### src/rtl/trigger_sequencer_consts.svh
// Register offsets, field positions, reset values and timing counts of the trigger sequencer
`ifndef TRIGGER_SEQUENCER_CONSTS_SVH
`define TRIGGER_SEQUENCER_CONSTS_SVH
// ==========================================================================
// Register byte offsets
`define TS_OFF_CSR 8'h00
`define TS_OFF_CTRL 8'h04
`define TS_OFF_SD_LIM 8'h08
`define TS_OFF_T0_LIM 8'h0C
`define TS_OFF_T1_LIM 8'h10
`define TS_OFF_C0_LIM 8'h14
`define TS_OFF_C1_LIM 8'h18
`define TS_OFF_STATUS 8'h1C
`define TS_QUEUE_BASE_SEL 3'h1
// ==========================================================================
// Control/status field positions
`define TS_CSR_EN 15
`define TS_CSR_IDLE_STOP 13
`define TS_CSR_TOGGLE 12
`define TS_CSR_SWT 10
`define TS_CSR_SSTEP 9
`define TS_CSR_VIS 8
`define TS_CSR_RUN 7
`define TS_CSR_WDTO 6
`define TS_CSR_ITM_HI 1
`define TS_CSR_ITM_LO 0
// ==========================================================================
// Control register field positions
`define TS_CTRL_CLK_HI 15
`define TS_CTRL_CLK_LO 13
`define TS_CTRL_DIV_HI 12
`define TS_CTRL_DIV_LO 8
`define TS_CTRL_PWD_HI 7
`define TS_CTRL_PWD_LO 4
`define TS_CTRL_WDT_HI 2
`define TS_CTRL_WDT_LO 0
// ==========================================================================
// Reset values and timing counts
`define TS_RST_CSR 16'h0000
`define TS_RST_CTRL 16'h0000
`define TS_RST_LIMIT 16'h0000
`define TS_WDT_SHIFT_BASE 4'h2
`endif

### src/rtl/trigger_sequencer_pkg.sv
// Types shared by the trigger sequencer modules
package trigger_sequencer_pkg;
  // Sequencer states, one-hot
  typedef enum logic [4:0]
  {
    ST_IDLE = 5'b00001,
    ST_FETCH = 5'b00010,
    ST_EXEC = 5'b00100,
    ST_WAIT = 5'b01000,
    ST_DELAY = 5'b10000
  } seq_state_t;
  // Step command opcodes, upper nibble of a step
  typedef enum logic [3:0]
  {
    OP_CTRL = 4'h0,
    OP_WAIT_HIGH = 4'h1,
    OP_WAIT_LOW = 4'h2,
    OP_TRIG = 4'h3,
    OP_IRQ = 4'h4,
    OP_LOOP = 4'h5,
    OP_JUMP = 4'h6
  } step_op_t;
endpackage

### src/rtl/queue_if.sv
// Connection between the sequencer and its step queue memory
`timescale 1ns/1ps
interface queue_if;
  logic wr_en;
  logic [2:0] wr_addr;
  logic [7:0] wr_data;
  logic [2:0] rd_addr_a;
  logic [7:0] rd_data_a;
  logic [2:0] rd_addr_b;
  logic [7:0] rd_data_b;
  modport ctrl (output wr_en, wr_addr, wr_data, rd_addr_a, rd_addr_b,
    input rd_data_a, rd_data_b);
  modport mem (input wr_en, wr_addr, wr_data, rd_addr_a, rd_addr_b,
    output rd_data_a, rd_data_b);
endinterface

### src/rtl/step_queue_mem.sv
// Step queue memory with two registered read ports and write-first bypass
`timescale 1ns/1ps
module step_queue_mem
(
  input wire logic clk_sys_i,
  queue_if.mem q
);
  logic [7:0] mem [8];
  // ==========================================================================
  // Write port
  always_ff @(posedge clk_sys_i)
  begin
    if (q.wr_en)
    begin
      mem[q.wr_addr] <= q.wr_data;
    end
  end
  // Fetch read port, new data wins on a same-address write
  always_ff @(posedge clk_sys_i)
  begin
    if (q.wr_en && q.wr_addr == q.rd_addr_a)
      q.rd_data_a <= q.wr_data;
    else
      q.rd_data_a <= mem[q.rd_addr_a];
  end
  // Bus read port
  always_ff @(posedge clk_sys_i)
  begin
    if (q.wr_en && q.wr_addr == q.rd_addr_b)
      q.rd_data_b <= q.wr_data;
    else
      q.rd_data_b <= mem[q.rd_addr_b];
  end
endmodule

### src/rtl/trigger_sequencer.sv
// Peripheral trigger sequencer: AHB-Lite registers, step engine, timers and trigger outputs
// Behaviour
// - Steps are 8-bit commands fetched from a bank of queue registers.
// - Steps wait on inputs, emit output triggers, wait on timers.
// - Two 16-bit general timers, cleared and counted together, serve the steps.
// - Two independent 16-bit loop counters serve the steps.
// - Input waits detect rising or falling edges, or high or low levels, of the chosen input.
// - Four program-controlled processor interrupt outputs.
// - Single-step mode raises an interrupt for every executed step.
// - Watchdog expiry raises an interrupt.
// - Trigger inputs from converter, pwm, compare, capture, comparator, external line.
// - Trigger outputs to watchdog, compare, capture, converter, pwm, comparator.
// - Enable bit 15 switches the step engine and trigger outputs; registers stay accessible; resets to zero.
// - Bit 13 halts the step engine, but not trigger pulse timing, while the device idles.
// - Bit 12 makes trigger steps toggle outputs, else emit one pulse.
// - Writing one to bit 10 is a software trigger; zero does nothing.
// - Bit 9 selects single-step mode.
// - Bit 8 makes limit reads return live counter values.
// - Bit 7 starts continuous execution; clearing stops it.
// - Bit 6 is set by hardware on watchdog expiry.
// - Input mode bits 1-0 affect only the wait-high and wait-low steps.
// - Bits 14, 11 and 5-2 read as zero.
// - Mode codes pick edge or level, and delay on exit or not.
// - Pulse-width code N gives pulses of N+1 module clocks.
// - Watchdog code 0 disables; 1 to 7 give 8 to 512 clocks.
`timescale 1ns/1ps
`include "trigger_sequencer_consts.svh"
module trigger_sequencer
(
  input wire logic clk_sys_i,
  input wire logic rst_i,
  input wire logic hsel_i,
  input wire logic [31:0] haddr_i,
  input wire logic [1:0] htrans_i,
  input wire logic hwrite_i,
  input wire logic [2:0] hsize_i,
  input wire logic [31:0] hwdata_i,
  input wire logic hready_i,
  output logic [31:0] hrdata_o,
  output logic hreadyout_o,
  output logic hresp_o,
  input wire logic idle_i,
  input wire logic adc_trig_i,
  input wire logic [2:0] pwm_trig_i,
  input wire logic [3:0] oc_trig_i,
  input wire logic [3:0] ic_trig_i,
  input wire logic [2:0] cmp_trig_i,
  input wire logic external_interrupt_line_i,
  output logic wdt_trig_o,
  output logic [3:0] oc_trig_o,
  output logic [3:0] ic_trig_o,
  output logic [3:0] adc_trig_o,
  output logic pwm_trig_o,
  output logic [1:0] cmp_trig_o,
  output logic [3:0] prog_irq_o,
  output logic step_irq_o,
  output logic watchdog_irq_o
);
  queue_if q ();
  logic ph_wr, ph_rd;
  logic [7:0] ph_addr;
  logic sequencer_enable, idle_stop, trigger_toggle_mode, single_step_enable;
  logic live_value_visibility, sequencer_run, watchdog_timeout_flag, sw_pend;
  logic [1:0] input_trigger_mode;
  logic [2:0] clk_source;
  logic [4:0] div_code, div_cnt;
  logic [3:0] pulse_width_code, pulse_cnt;
  logic [2:0] watchdog_period_code;
  logic [15:0] step_delay_limit, step_delay_counter;
  logic [1:0][15:0] timer_limit, general_timer, loop_counter_limit, loop_counter;
  logic [15:0] in_meta, in_sync, in_prev, trig_level, pulse_mask;
  logic [2:0] step_ptr;
  logic [8:0] wdt_cnt;
  trigger_sequencer_pkg::seq_state_t state;
  trigger_sequencer_pkg::step_op_t op;
  logic [3:0] arg;
  logic tick, halt, adv, exec_now, is_wait, need_delay, wait_done, sd_done;
  logic wait_exit, delay_exit, step_done, take_loop, wdt_expire, trig_load;
  logic [8:0] wdt_last;
  logic [15:0] csr_rd, sel_bit;
  logic wr_csr, wr_ctrl;

  // ==========================================================================
  // Helpers
  function automatic logic step_is_wait(input logic [7:0] cmd);
    logic [3:0] a;
    a = cmd[3:0];
    step_is_wait = (cmd[7:4] == 4'h1) || (cmd[7:4] == 4'h2) ||
      ((cmd[7:4] == 4'h0) && (a >= 4'h1) && (a <= 4'h4));
  endfunction
  function automatic logic [31:0] limit_view(input logic vis, input logic [15:0] live,
    input logic [15:0] lim);
    limit_view = {16'h0000, (vis ? live : lim)};
  endfunction

  // ==========================================================================
  // AHB-Lite slave: zero wait states, always OKAY
  assign hreadyout_o = 1'b1;
  assign hresp_o = 1'b0;
  always_ff @(posedge clk_sys_i)
  begin
    if (rst_i)
    begin
      ph_wr <= 1'b0;
      ph_rd <= 1'b0;
      ph_addr <= 8'h00;
    end
    else if (hready_i)
    begin
      ph_wr <= hsel_i && htrans_i[1] && hwrite_i && (haddr_i[31:8] == 24'h000000);
      ph_rd <= hsel_i && htrans_i[1] && !hwrite_i && (haddr_i[31:8] == 24'h000000);
      ph_addr <= haddr_i[7:0];
    end
  end
  assign wr_csr = ph_wr && (ph_addr == `TS_OFF_CSR);
  assign wr_ctrl = ph_wr && (ph_addr == `TS_OFF_CTRL);
  // Queue words at 0x20..0x3C
  assign q.wr_en = ph_wr && (ph_addr[7:5] == `TS_QUEUE_BASE_SEL) && (ph_addr[1:0] == 2'h0);
  assign q.wr_addr = ph_addr[4:2];
  assign q.wr_data = hwdata_i[7:0];
  assign q.rd_addr_b = haddr_i[4:2];
  assign q.rd_addr_a = step_ptr;

  // Control/status readback, unused bits zero
  always_comb
  begin
    csr_rd = `TS_RST_CSR;
    csr_rd[`TS_CSR_EN] = sequencer_enable;
    csr_rd[`TS_CSR_IDLE_STOP] = idle_stop;
    csr_rd[`TS_CSR_TOGGLE] = trigger_toggle_mode;
    csr_rd[`TS_CSR_SWT] = sw_pend;
    csr_rd[`TS_CSR_SSTEP] = single_step_enable;
    csr_rd[`TS_CSR_VIS] = live_value_visibility;
    csr_rd[`TS_CSR_RUN] = sequencer_run;
    csr_rd[`TS_CSR_WDTO] = watchdog_timeout_flag;
    csr_rd[`TS_CSR_ITM_HI:`TS_CSR_ITM_LO] = input_trigger_mode;
  end

  // Read data mux in the data phase
  always_comb
  begin
    hrdata_o = 32'h00000000;
    if (ph_rd)
    begin
      if (ph_addr[7:5] == `TS_QUEUE_BASE_SEL && ph_addr[1:0] == 2'h0)
        hrdata_o = {24'h000000, q.rd_data_b};
      else
        case (ph_addr)
          `TS_OFF_CSR: hrdata_o = {16'h0000, csr_rd};
          `TS_OFF_CTRL: hrdata_o = {16'h0000, clk_source, div_code, pulse_width_code, 1'b0,
            watchdog_period_code};
          `TS_OFF_SD_LIM: hrdata_o = limit_view(live_value_visibility, step_delay_counter,
            step_delay_limit);
          `TS_OFF_T0_LIM: hrdata_o = limit_view(live_value_visibility, general_timer[0],
            timer_limit[0]);
          `TS_OFF_T1_LIM: hrdata_o = limit_view(live_value_visibility, general_timer[1],
            timer_limit[1]);
          `TS_OFF_C0_LIM: hrdata_o = limit_view(live_value_visibility, loop_counter[0],
            loop_counter_limit[0]);
          `TS_OFF_C1_LIM: hrdata_o = limit_view(live_value_visibility, loop_counter[1],
            loop_counter_limit[1]);
          `TS_OFF_STATUS: hrdata_o = {8'h00, trig_level, 3'h0, state};
          default: hrdata_o = 32'h00000000;
        endcase
    end
  end

  // ==========================================================================
  // Software-written configuration
  always_ff @(posedge clk_sys_i)
  begin
    if (rst_i)
    begin
      sequencer_enable <= 1'b0;
      idle_stop <= 1'b0;
      trigger_toggle_mode <= 1'b0;
      single_step_enable <= 1'b0;
      live_value_visibility <= 1'b0;
      input_trigger_mode <= 2'h0;
    end
    else if (wr_csr)
    begin
      sequencer_enable <= hwdata_i[`TS_CSR_EN];
      idle_stop <= hwdata_i[`TS_CSR_IDLE_STOP];
      trigger_toggle_mode <= hwdata_i[`TS_CSR_TOGGLE];
      single_step_enable <= hwdata_i[`TS_CSR_SSTEP];
      live_value_visibility <= hwdata_i[`TS_CSR_VIS];
      input_trigger_mode <= hwdata_i[`TS_CSR_ITM_HI:`TS_CSR_ITM_LO];
    end
  end
  // Clock, pulse and watchdog setup
  always_ff @(posedge clk_sys_i)
  begin
    if (rst_i)
    begin
      {clk_source, div_code, pulse_width_code} <= 12'(`TS_RST_CTRL >> 4'h4);
      watchdog_period_code <= 3'h0;
    end
    else if (wr_ctrl)
    begin
      clk_source <= hwdata_i[`TS_CTRL_CLK_HI:`TS_CTRL_CLK_LO];
      div_code <= hwdata_i[`TS_CTRL_DIV_HI:`TS_CTRL_DIV_LO];
      pulse_width_code <= hwdata_i[`TS_CTRL_PWD_HI:`TS_CTRL_PWD_LO];
      watchdog_period_code <= hwdata_i[`TS_CTRL_WDT_HI:`TS_CTRL_WDT_LO];
    end
  end
  // Limit registers
  always_ff @(posedge clk_sys_i)
  begin
    if (rst_i)
    begin
      step_delay_limit <= `TS_RST_LIMIT;
      timer_limit <= {`TS_RST_LIMIT, `TS_RST_LIMIT};
      loop_counter_limit <= {`TS_RST_LIMIT, `TS_RST_LIMIT};
    end
    else if (ph_wr)
    begin
      case (ph_addr)
        `TS_OFF_SD_LIM: step_delay_limit <= hwdata_i[15:0];
        `TS_OFF_T0_LIM: timer_limit[0] <= hwdata_i[15:0];
        `TS_OFF_T1_LIM: timer_limit[1] <= hwdata_i[15:0];
        `TS_OFF_C0_LIM: loop_counter_limit[0] <= hwdata_i[15:0];
        `TS_OFF_C1_LIM: loop_counter_limit[1] <= hwdata_i[15:0];
        default: step_delay_limit <= step_delay_limit;
      endcase
    end
  end

  // ==========================================================================
  // Module clock prescaler, divide by code plus one
  assign tick = (div_cnt == div_code);
  always_ff @(posedge clk_sys_i)
  begin
    if (rst_i || tick)
      div_cnt <= 5'h00;
    else
      div_cnt <= div_cnt + 5'h01;
  end
  // Trigger input synchronisers, previous sample taken per module clock
  always_ff @(posedge clk_sys_i)
  begin
    if (rst_i)
    begin
      in_meta <= 16'h0000;
      in_sync <= 16'h0000;
      in_prev <= 16'h0000;
    end
    else
    begin
      in_meta <= {external_interrupt_line_i, cmp_trig_i, ic_trig_i, oc_trig_i, pwm_trig_i,
        adc_trig_i};
      in_sync <= in_meta;
      if (tick)
        in_prev <= in_sync;
    end
  end

  // ==========================================================================
  // Step decode and wait conditions
  assign op = trigger_sequencer_pkg::step_op_t'(q.rd_data_a[7:4]);
  assign arg = q.rd_data_a[3:0];
  assign sel_bit = 16'h0001 << arg;
  assign halt = idle_stop && idle_i;
  assign adv = tick && sequencer_enable && !halt;
  assign is_wait = step_is_wait(q.rd_data_a);
  assign need_delay = (op == trigger_sequencer_pkg::OP_WAIT_HIGH ||
    op == trigger_sequencer_pkg::OP_WAIT_LOW) && !input_trigger_mode[0];
  assign sd_done = (step_delay_counter == step_delay_limit);
  always_comb
  begin
    wait_done = 1'b0;
    case (op)
      trigger_sequencer_pkg::OP_WAIT_HIGH: wait_done = input_trigger_mode[1] ?
        in_sync[arg] : (in_sync[arg] && !in_prev[arg]);
      trigger_sequencer_pkg::OP_WAIT_LOW: wait_done = input_trigger_mode[1] ?
        !in_sync[arg] : (!in_sync[arg] && in_prev[arg]);
      trigger_sequencer_pkg::OP_CTRL:
        case (arg)
          4'h1: wait_done = sw_pend;
          4'h2: wait_done = sd_done;
          4'h3: wait_done = (general_timer[0] == timer_limit[0]);
          4'h4: wait_done = (general_timer[1] == timer_limit[1]);
          default: wait_done = 1'b0;
        endcase
      default: wait_done = 1'b0;
    endcase
  end
  assign exec_now = adv && (state == trigger_sequencer_pkg::ST_EXEC);
  assign wait_exit = adv && (state == trigger_sequencer_pkg::ST_WAIT) && wait_done;
  assign delay_exit = adv && (state == trigger_sequencer_pkg::ST_DELAY) && sd_done;
  assign step_done = (exec_now && !is_wait) || (wait_exit && !need_delay) || delay_exit;
  assign take_loop = (loop_counter[arg[3]] != loop_counter_limit[arg[3]]);
  assign wdt_last = 9'((10'h001 << ({1'b0, watchdog_period_code} + `TS_WDT_SHIFT_BASE)) -
    10'h001);
  assign wdt_expire = adv && (state == trigger_sequencer_pkg::ST_WAIT) && !wait_done &&
    (watchdog_period_code != 3'h0) && (wdt_cnt == wdt_last);
  assign trig_load = exec_now && (op == trigger_sequencer_pkg::OP_TRIG);

  // ==========================================================================
  // Sequencer state machine
  always_ff @(posedge clk_sys_i)
  begin
    if (rst_i || !sequencer_enable || !sequencer_run || wdt_expire)
      state <= trigger_sequencer_pkg::ST_IDLE;
    else if (adv)
      case (state)
        trigger_sequencer_pkg::ST_IDLE: state <= trigger_sequencer_pkg::ST_FETCH;
        trigger_sequencer_pkg::ST_FETCH: state <= trigger_sequencer_pkg::ST_EXEC;
        trigger_sequencer_pkg::ST_EXEC:
          state <= is_wait ? trigger_sequencer_pkg::ST_WAIT : trigger_sequencer_pkg::ST_FETCH;
        trigger_sequencer_pkg::ST_WAIT:
          if (wait_done)
            state <= need_delay ? trigger_sequencer_pkg::ST_DELAY :
              trigger_sequencer_pkg::ST_FETCH;
        trigger_sequencer_pkg::ST_DELAY:
          if (sd_done)
            state <= trigger_sequencer_pkg::ST_FETCH;
        default: state <= trigger_sequencer_pkg::ST_IDLE;
      endcase
  end
  // Step pointer with loop and jump
  always_ff @(posedge clk_sys_i)
  begin
    if (rst_i || !sequencer_enable)
      step_ptr <= 3'h0;
    else if (step_done)
    begin
      if (exec_now && (op == trigger_sequencer_pkg::OP_JUMP ||
        (op == trigger_sequencer_pkg::OP_LOOP && take_loop)))
        step_ptr <= arg[2:0];
      else
        step_ptr <= step_ptr + 3'h1;
    end
  end
  // Loop counters
  always_ff @(posedge clk_sys_i)
  begin
    if (rst_i || !sequencer_enable)
      loop_counter <= {16'h0000, 16'h0000};
    else if (exec_now && op == trigger_sequencer_pkg::OP_LOOP)
      loop_counter[arg[3]] <= take_loop ? loop_counter[arg[3]] + 16'h0001 : 16'h0000;
  end
  // General timers and step delay counter
  always_ff @(posedge clk_sys_i)
  begin
    if (rst_i || (adv && state == trigger_sequencer_pkg::ST_FETCH))
    begin
      general_timer <= {16'h0000, 16'h0000};
      step_delay_counter <= 16'h0000;
    end
    else if (adv && state == trigger_sequencer_pkg::ST_WAIT)
    begin
      general_timer[0] <= general_timer[0] + 16'h0001;
      general_timer[1] <= general_timer[1] + 16'h0001;
      step_delay_counter <= (wait_done && need_delay) ? 16'h0000 :
        step_delay_counter + 16'h0001;
    end
    else if (adv && state == trigger_sequencer_pkg::ST_DELAY)
      step_delay_counter <= step_delay_counter + 16'h0001;
  end
  // Watchdog counts module clocks spent waiting
  always_ff @(posedge clk_sys_i)
  begin
    if (rst_i || state != trigger_sequencer_pkg::ST_WAIT)
      wdt_cnt <= 9'h000;
    else if (adv)
      wdt_cnt <= wdt_cnt + 9'h001;
  end

  // ==========================================================================
  // Hardware-touched control bits, set wins over clear
  always_ff @(posedge clk_sys_i)
  begin
    if (rst_i)
    begin
      sequencer_run <= 1'b0;
      watchdog_timeout_flag <= 1'b0;
      sw_pend <= 1'b0;
    end
    else
    begin
      if (wr_csr)
        sequencer_run <= hwdata_i[`TS_CSR_RUN];
      else if (wdt_expire || (step_done && single_step_enable))
        sequencer_run <= 1'b0;
      if (wdt_expire)
        watchdog_timeout_flag <= 1'b1;
      else if (wr_csr && !hwdata_i[`TS_CSR_WDTO])
        watchdog_timeout_flag <= 1'b0;
      if (wr_csr && hwdata_i[`TS_CSR_SWT])
        sw_pend <= 1'b1;
      else if (wait_exit && op == trigger_sequencer_pkg::OP_CTRL && arg == 4'h1)
        sw_pend <= 1'b0;
    end
  end
  // Interrupt pulses
  always_ff @(posedge clk_sys_i)
  begin
    if (rst_i)
    begin
      prog_irq_o <= 4'h0;
      step_irq_o <= 1'b0;
      watchdog_irq_o <= 1'b0;
    end
    else
    begin
      prog_irq_o <= (exec_now && op == trigger_sequencer_pkg::OP_IRQ) ?
        (4'h1 << arg[1:0]) : 4'h0;
      step_irq_o <= step_done && single_step_enable;
      watchdog_irq_o <= wdt_expire;
    end
  end
  // Trigger outputs: toggle or fixed-width pulse
  always_ff @(posedge clk_sys_i)
  begin
    if (rst_i || !sequencer_enable)
    begin
      trig_level <= 16'h0000;
      pulse_mask <= 16'h0000;
      pulse_cnt <= 4'h0;
    end
    else if (trig_load && trigger_toggle_mode)
      trig_level <= trig_level ^ sel_bit;
    else if (trig_load)
    begin
      trig_level <= trig_level | sel_bit;
      pulse_mask <= pulse_mask | sel_bit;
      pulse_cnt <= pulse_width_code;
    end
    else if (tick && pulse_mask != 16'h0000)
    begin
      if (pulse_cnt == 4'h0)
      begin
        trig_level <= trig_level & ~pulse_mask;
        pulse_mask <= 16'h0000;
      end
      else
        pulse_cnt <= pulse_cnt - 4'h1;
    end
  end
  assign {cmp_trig_o, pwm_trig_o, adc_trig_o, ic_trig_o, oc_trig_o, wdt_trig_o} =
    trig_level;

  step_queue_mem u_queue
  (
    .clk_sys_i(clk_sys_i),
    .q(q)
  );
endmodule

### config.mk
export PLATFORM = sky130hd
export DESIGN_NAME = trigger_sequencer
export DESIGN_NICKNAME = d
export VERILOG_FILES = /design/src/rtl/trigger_sequencer_pkg.sv /design/src/rtl/queue_if.sv /design/src/rtl/step_queue_mem.sv /design/src/rtl/trigger_sequencer.sv
export VERILOG_INCLUDE_DIRS = /design/src /design/src/rtl
export SDC_FILE = /design/constraint.sdc
export NUM_CORES = 1
export LEC_CHECK = 0
export BUFFER_PORTS_ARGS = -buffer_cell sky130_fd_sc_hd__buf_4
export CAP_MARGIN = 20
export CELL_PAD_IN_SITES_DETAIL_PLACEMENT = 1
export CELL_PAD_IN_SITES_GLOBAL_PLACEMENT = 1
export CORE_MARGIN = 2
export CORE_UTILIZATION = 46
export DETAILED_ROUTE_END_ITERATION = 8
export PLACE_DENSITY_LB_ADDON = 0.2
export SLEW_MARGIN = 20
export SYNTH_ARGS = -nofsm -noshare
export SYNTH_HDL_FRONTEND = slang
export SYNTH_SLANG_ARGS = --single-unit
### constraint.sdc
create_clock -name clk_sys_i -period 4 [get_ports clk_sys_i]
set_clock_uncertainty 0.1 [all_clocks]
set_input_delay 0.2 -clock clk_sys_i [delete_from_list [all_inputs] [get_ports clk_sys_i]]
set_output_delay 0.2 -clock clk_sys_i [all_outputs]
set_load 0.01 [all_outputs]
---- Word level (Yosys, flattened, before mapping) ----
Memory sizes are Yosys's and may differ from the RTL's. A register that Yosys moved wholly into a read port is not among the register bits.
Index checks and enable logic that the tools add are counted.
storage, ports and cells
  flip-flop bits (word level) ............. 307
  bits in writable memories ............... 64
  input bits .............................. 91
  output and inout port bits .............. 56
  logic and storage cells ................. 240
  memories kept ........................... 1
memories
  name         words  bits a word  rd ports  clocked after memory_dff  wr ports  line                 text
  u_queue.mem  8      8            2         2                         1         step_queue_mem.sv:8  logic [7:0] mem [8];
cells by class
  $add $sub $neg .......................... 10
  order comparisons ....................... 5
  equal/unequal tests ..................... 33
  shifts and indexed selects .............. 3
  muxes and demuxes ....................... 51
  bitwise gates (word level) .............. 7
  reduce and logical (&&, ||, !) cells .... 91
operators with widths
  kind                     number
  $mux W16                 21
  $pmux W24 S8             1
  $add A16 B1 Y16 const B  4
  $eq A16 B16 Y1           3
  $mux W24                 2
  $logic_and A1 B1 Y1      43
  $bwmux W32               1
  $eq A8 B5 Y1 const B     4
  $or A16 B16 Y16          2
  $pmux W5 S5              1
  $logic_not A24 Y1        1
  $and A16 B16 Y16         1
  $demux W16 S1            1
  $eq A4 B2 Y1 const B     4
  $eq A4 B3 Y1 const B     4
  $eq A8 B4 Y1 const B     2
  $mux W4                  4
  $ne A16 B16 Y1           1
  $not A16 Y16             1
  $reduce_bool A16 Y1      1
  $shl A1 B4 Y16 const A   1
  $xor A16 B16 Y16         1
  $mux W5                  3
  $logic_or A1 B1 Y1       12
  40 further kinds         81

---- Logic depth before layout (Yosys ltp) ----
  word-level depth ........................ 14
  gate-level depth with buffers ........... 15
  gate-level depth less buffers ........... 13

---- Cells and area by module ----
From an unflattened synthesis, not the netlist that was laid out.
unflattened totals
  cells, all modules ...................... 2,129
  area, all modules ....................... 18,977.0 µm²
modules (own cells, without submodules)
  module             instances  cells each  area each (µm²)  sequential area each (µm²)
  trigger_sequencer  1          1,988       15,778.9         6,145.9
  step_queue_mem     1          141         3,198.1          2,042.0

---- Worst setup path before layout ----
No wires, ideal clock.
  kind .................................... register to register
  start ................................... reg with a tool-made name
  end ..................................... reg step_ptr[0], in the netlist q.rd_addr_a[0]
  library setup time ...................... 0.127 ns
  arrival ................................. 3.157 ns
  data required time ...................... 3.773 ns
  setup slack ............................. 0.616 ns
  stages on the path, launching flop included .. 10
  clock period less this slack ............ 3.384 ns
  cells stage by stage .................... dfxtp_1 > buf_6 > mux4_2 > mux2i_2 > mux2_2 > a22o_1 > or4_1 > a221o_1 > and4_4 > or3_1
RTL lines
  item                  line                      text
  end signal, assigned  trigger_sequencer.sv:330  step_ptr <= arg[2:0];
  end signal, assigned  trigger_sequencer.sv:332  step_ptr <= step_ptr + 3'h1;
  end, declared         trigger_sequencer.sv:72   logic [2:0] step_ptr;

---- Worst setup path after layout ----
  start ................................... reg ph_addr[3]
  end ..................................... out hrdata_o[3]
on the way
  word-level cells in the longest chain between the ends .. 4
RTL lines
  item                                        line                      text
  start, declared                             trigger_sequencer.sv:61   logic [7:0] ph_addr;
  start signal, assigned                      trigger_sequencer.sv:112  ph_addr <= haddr_i[7:0];
  $eq A8 B5 Y1, or another cell as far along  trigger_sequencer.sv:148  case (ph_addr)
  $pmux W24 S8 (*)                            trigger_sequencer.sv:148
  $mux W24 (*)                                trigger_sequencer.sv:145  if (ph_addr[7:5] == `TS_QUEUE_BASE_SEL && ph_addr[1:0] == 2'h0)
  $mux W24 (*)                                trigger_sequencer.sv:143  if (ph_rd)
  end, declared                               trigger_sequencer.sv:39   output logic [31:0] hrdata_o,
Mark *: on every way between the ends. The rest lies on a longest branch, timed or not.

==> results.py <==
metrics = {
    "placement": {
        "globalplace.congestion": 0.9429,
        "hpwl_um": 48290,
        "io_buffers": 116,
        "dp_slack_ns": 0.09876,
    },
    "global_routing": {
        "grt_pass1_vias": 18000,
        "grt_pass1_wl_um": 105800,
        "grt_usage": 0.3122,
        "antenna_found_initial": 1,
        "overflow": 0,
        "grt_max_degree": 103,
    },
    "clock_tree": {
        "numCtsBuffers": 43,
        "post_cts_buffers": 0,
        "clk_pin_slew_ns": 0.06,
        "cts_max_path_buffers": 3,
        "cts.sinks": 377,
        "cts-root-buf": "clkbuf_16",
        "clock_latency_ns": 0.59,
        "ctsHtreeMaxLevel": 2,
        "cts_tree": "built",
    },
    "floorplanning": {
        "coreArea_mm2": 0.04176,
        "die_w_um": 209.2,
        "fp.dieArea_mm2": 0.04377,
        "std_cell_rows": 75,
        "io_pins": 147,
        "start_util": 0.4639,
        "die_y_um": 209.2,
    },
    "logic_synthesis": {
        "synthArstFlopShare": 0,
        "synth_edf_count": 64,
        "yosysSeqAreaShare": 0.4227,
        "yosys_warnings": 0,
        "synthDistinctLibCells": 84,
        "netlist_instances": 2218,
        "avgSynthCellArea_um2": 8.734,
        "yosys.area.top_type": "dfxtp_1",
        "ys_ff_latch": 377,
        "syn_area_mm2": 0.01937,
        "synthFlopType": "dfxtp_1",
        "netlist.area_leader.share": 0.3235,
        "synthTopCellsByArea": "dfxtp_1, edfxtp_1, nand2_1, mux2i_1, a21oi_1",
    },
    "critical_path": {
        "cp_data_arrival_time_ns": 3.57,
        "critical_path.top_delay_family": "compound AO/OA/AOI/OAI gates",
        "critPathRequiredTime_ns": 3.70,
        "cpPeakStageDelay_ns": 0.91,
        "crit_buf_inv": 2,
        "crit_chain": "nand2b_1 -> nor2_2 -> buf_4 -> a221oi_1 -> a21oi_1 -> a2111oi_0 -> o22ai_1 -> buf_4",
        "crit_path_end_kind": "primary output",
        "crit_type": "reg2out",
        "cp_slowest_cell": "a2111oi_0",
        "cpMostUsedCell": "buf_4",
        "cp-start-kind": "register",
        "crit_fanout": 26,
    },
    "pwr": {
        "finalPower_mw": 8.348,
        "pwr-share-seq": 0.470,
        "power_leakage_nw": 7.801,
        "p_sw_mw": 1.844,
        "cellPowerDensity_mw_per_mm2": 367.0,
        "swShare": 0.2209,
        "p_clk_frac": 0.493,
        "p_comb_frac": 0.038,
        "ir_worst_vdd_mv": 0.2553,
        "p_int_mw": 6.504,
    },
    "layout": {
        "synthToLayoutAreaGrowth_pct": 17.43,
        "final_cell_mix": "nand2_1, dfxtp_1, a21oi_1, nor2_1, buf_4",
        "drive_gt1_frac": 0.1362,
        "antenna_cells": 0,
        "fillers": 4822,
        "fin_nets": 2469,
        "final_common_cell": "nand2_1",
    },
    "timing": {
        "fmax_mhz": 258.5,
        "tightest_slew_ns": 0.9714,
        "timing.final.ws_setup_ns": 0.1309,
        "finalHoldViolCount": 0,
        "post-route-min-period_ns": 3.869,
        "rsz0062_at_grt": "no",
        "setup_viol": 0,
        "final_max_slew_viol_count": 0,
        "slew_headroom": 0.3357,
        "fin_crit_sh": 0.9673,
        "final.setup.tns_ns": 0,
    },
    "routing": {
        "final_antenna_net_count": 0,
        "drt_iter0_drc": 1421,
        "routed-via-count": 17600,
        "dr.pass1.iters": 5,
        "drt-total-wl_um": 68760,
        "wl_per_cell_um": 23.57,
        "drc": 0,
        "via_per_inst": 6.034,
    },
    "status": {
        "status": "complete, no violations",
    },
    "job": {
        "maxCapViolCount": 0,
    },
    "min_path": {
        "hold_path.class": "in2reg",
    },
}
==> final cells by class <==
class / instances / area [um^2] / share of cell area
clock buffer: 61 / 1246 / 0.05478
clock inverter: 14 / 198.9 / 0.008745
inverter: 37 / 138.9 / 0.006105
multi-input combinational: 1659 / 10430 / 0.4583
sequential: 377 / 8194 / 0.3602
tap: 539 / 674.4 / 0.02965
timing repair buffer: 230 / 1869 / 0.08217
==> power groups by stage <==
stage	Sequential (mW)	Combinational, mW	Clock, mW
after floorplan	3.98	0.144	0
after global placement	4.00	0.260	0
after detailed placement	4.00	0.268	0
after CTS	3.92	0.308	4.17
after global routing	3.92	0.332	4.30
final	3.92	0.315	4.11
==> cells in the mapped netlist, drive strengths merged (37+ instances only) <==
master and n:
xnor2 86, a21oi 214, nor2b 43, mux2i 116
nor3 45, dfxtp 313, edfxtp 64, o21ai 56
clkbuf 110, inv 37, nor2 203, buf 43
nand2 371, nand3 60, xor2 60
==> layer usage <==
| layer | global-route usage | up-vias | part of all wire |
|---|---|---|---|
| met5 | 0 | - | 0.00023 |
| met4 | 0.1325 | 2 | 0.043 |
| met3 | 0.04479 | 159 | 0.063 |
| met2 | 0.5217 | 599 | 0.47 |
| met1 | 0.4051 | 8818 | 0.42 |
| li1 | - | 8022 | - |
==> repair_timing <==
| action | CTS | global route |
|---|---|---|
| hold buffers | 49 | 0 |
| gates resized for setup | 0 | 5 |
| setup endpoints to repair | 0 | 45 |
| hold endpoints to repair | 197 | 0 |
==> cells by family after synthesis <==
kind of cell               after synthesis  share of synthesized area
buffers and inverters                  190                    0.04256
other                                    2                  0.0003877
AOI/OAI and AO/OA                      422                     0.1347
adders and majority gates               30                    0.01938
xor gates and xnor gates               146                    0.06640
and+or+nand+nor                        891                     0.2108
muxes                                  160                     0.1031
DFF                                    377                     0.4227
==> state kept, by name, summed over array words and instances (netlist names), 4 cells and up, named ones only <==
register and flops:
div_cnt 5, div_code 5, general_timer 32, in_meta 16
in_prev 16, in_sync 16, loop_counter 32, loop_counter_limit 32
ph_addr 8, prog_irq_o 4, pulse_cnt 4, pulse_mask 16
pulse_width_code 4, state 5, step_delay_counter 16, step_delay_limit 16
timer_limit 32, trig_level 16, u_queue.mem 64, wdt_cnt 9
==> metrics by stage <==
step,util,hold WS (ns),instance area (um^2),std cells
2_1_floorplan,-,0.1277,19400,2226
3_3_place_gp,0.4979,0.2148,20790,2793
3_5_place_dp,0.4979,0.2155,20790,2793
4_1_cts,0.5443,0.02765,22730,2917
5_1_grt,0.5447,0.07343,22750,2917
6_report,0.5447,0.02701,22750,2917
==> worst paths after layout <==
check / start / end / slack, ns / cells after the start
max: ph_addr[3]$_SDFFE_PP0P_ / hrdata_o[3] / 0.13 / 8
min reg2reg: q.rd_addr_a[2]$_SDFFE_PP0P_ / register / 0.31 / 0
max reg2reg: register / state[1]$_SDFFE_PP0P_ / 0.21 / 12
min: rst_i / in_sync[13]$_SDFF_PP0_ / 0.03 / 2
(Power assumes the default switching activity.)
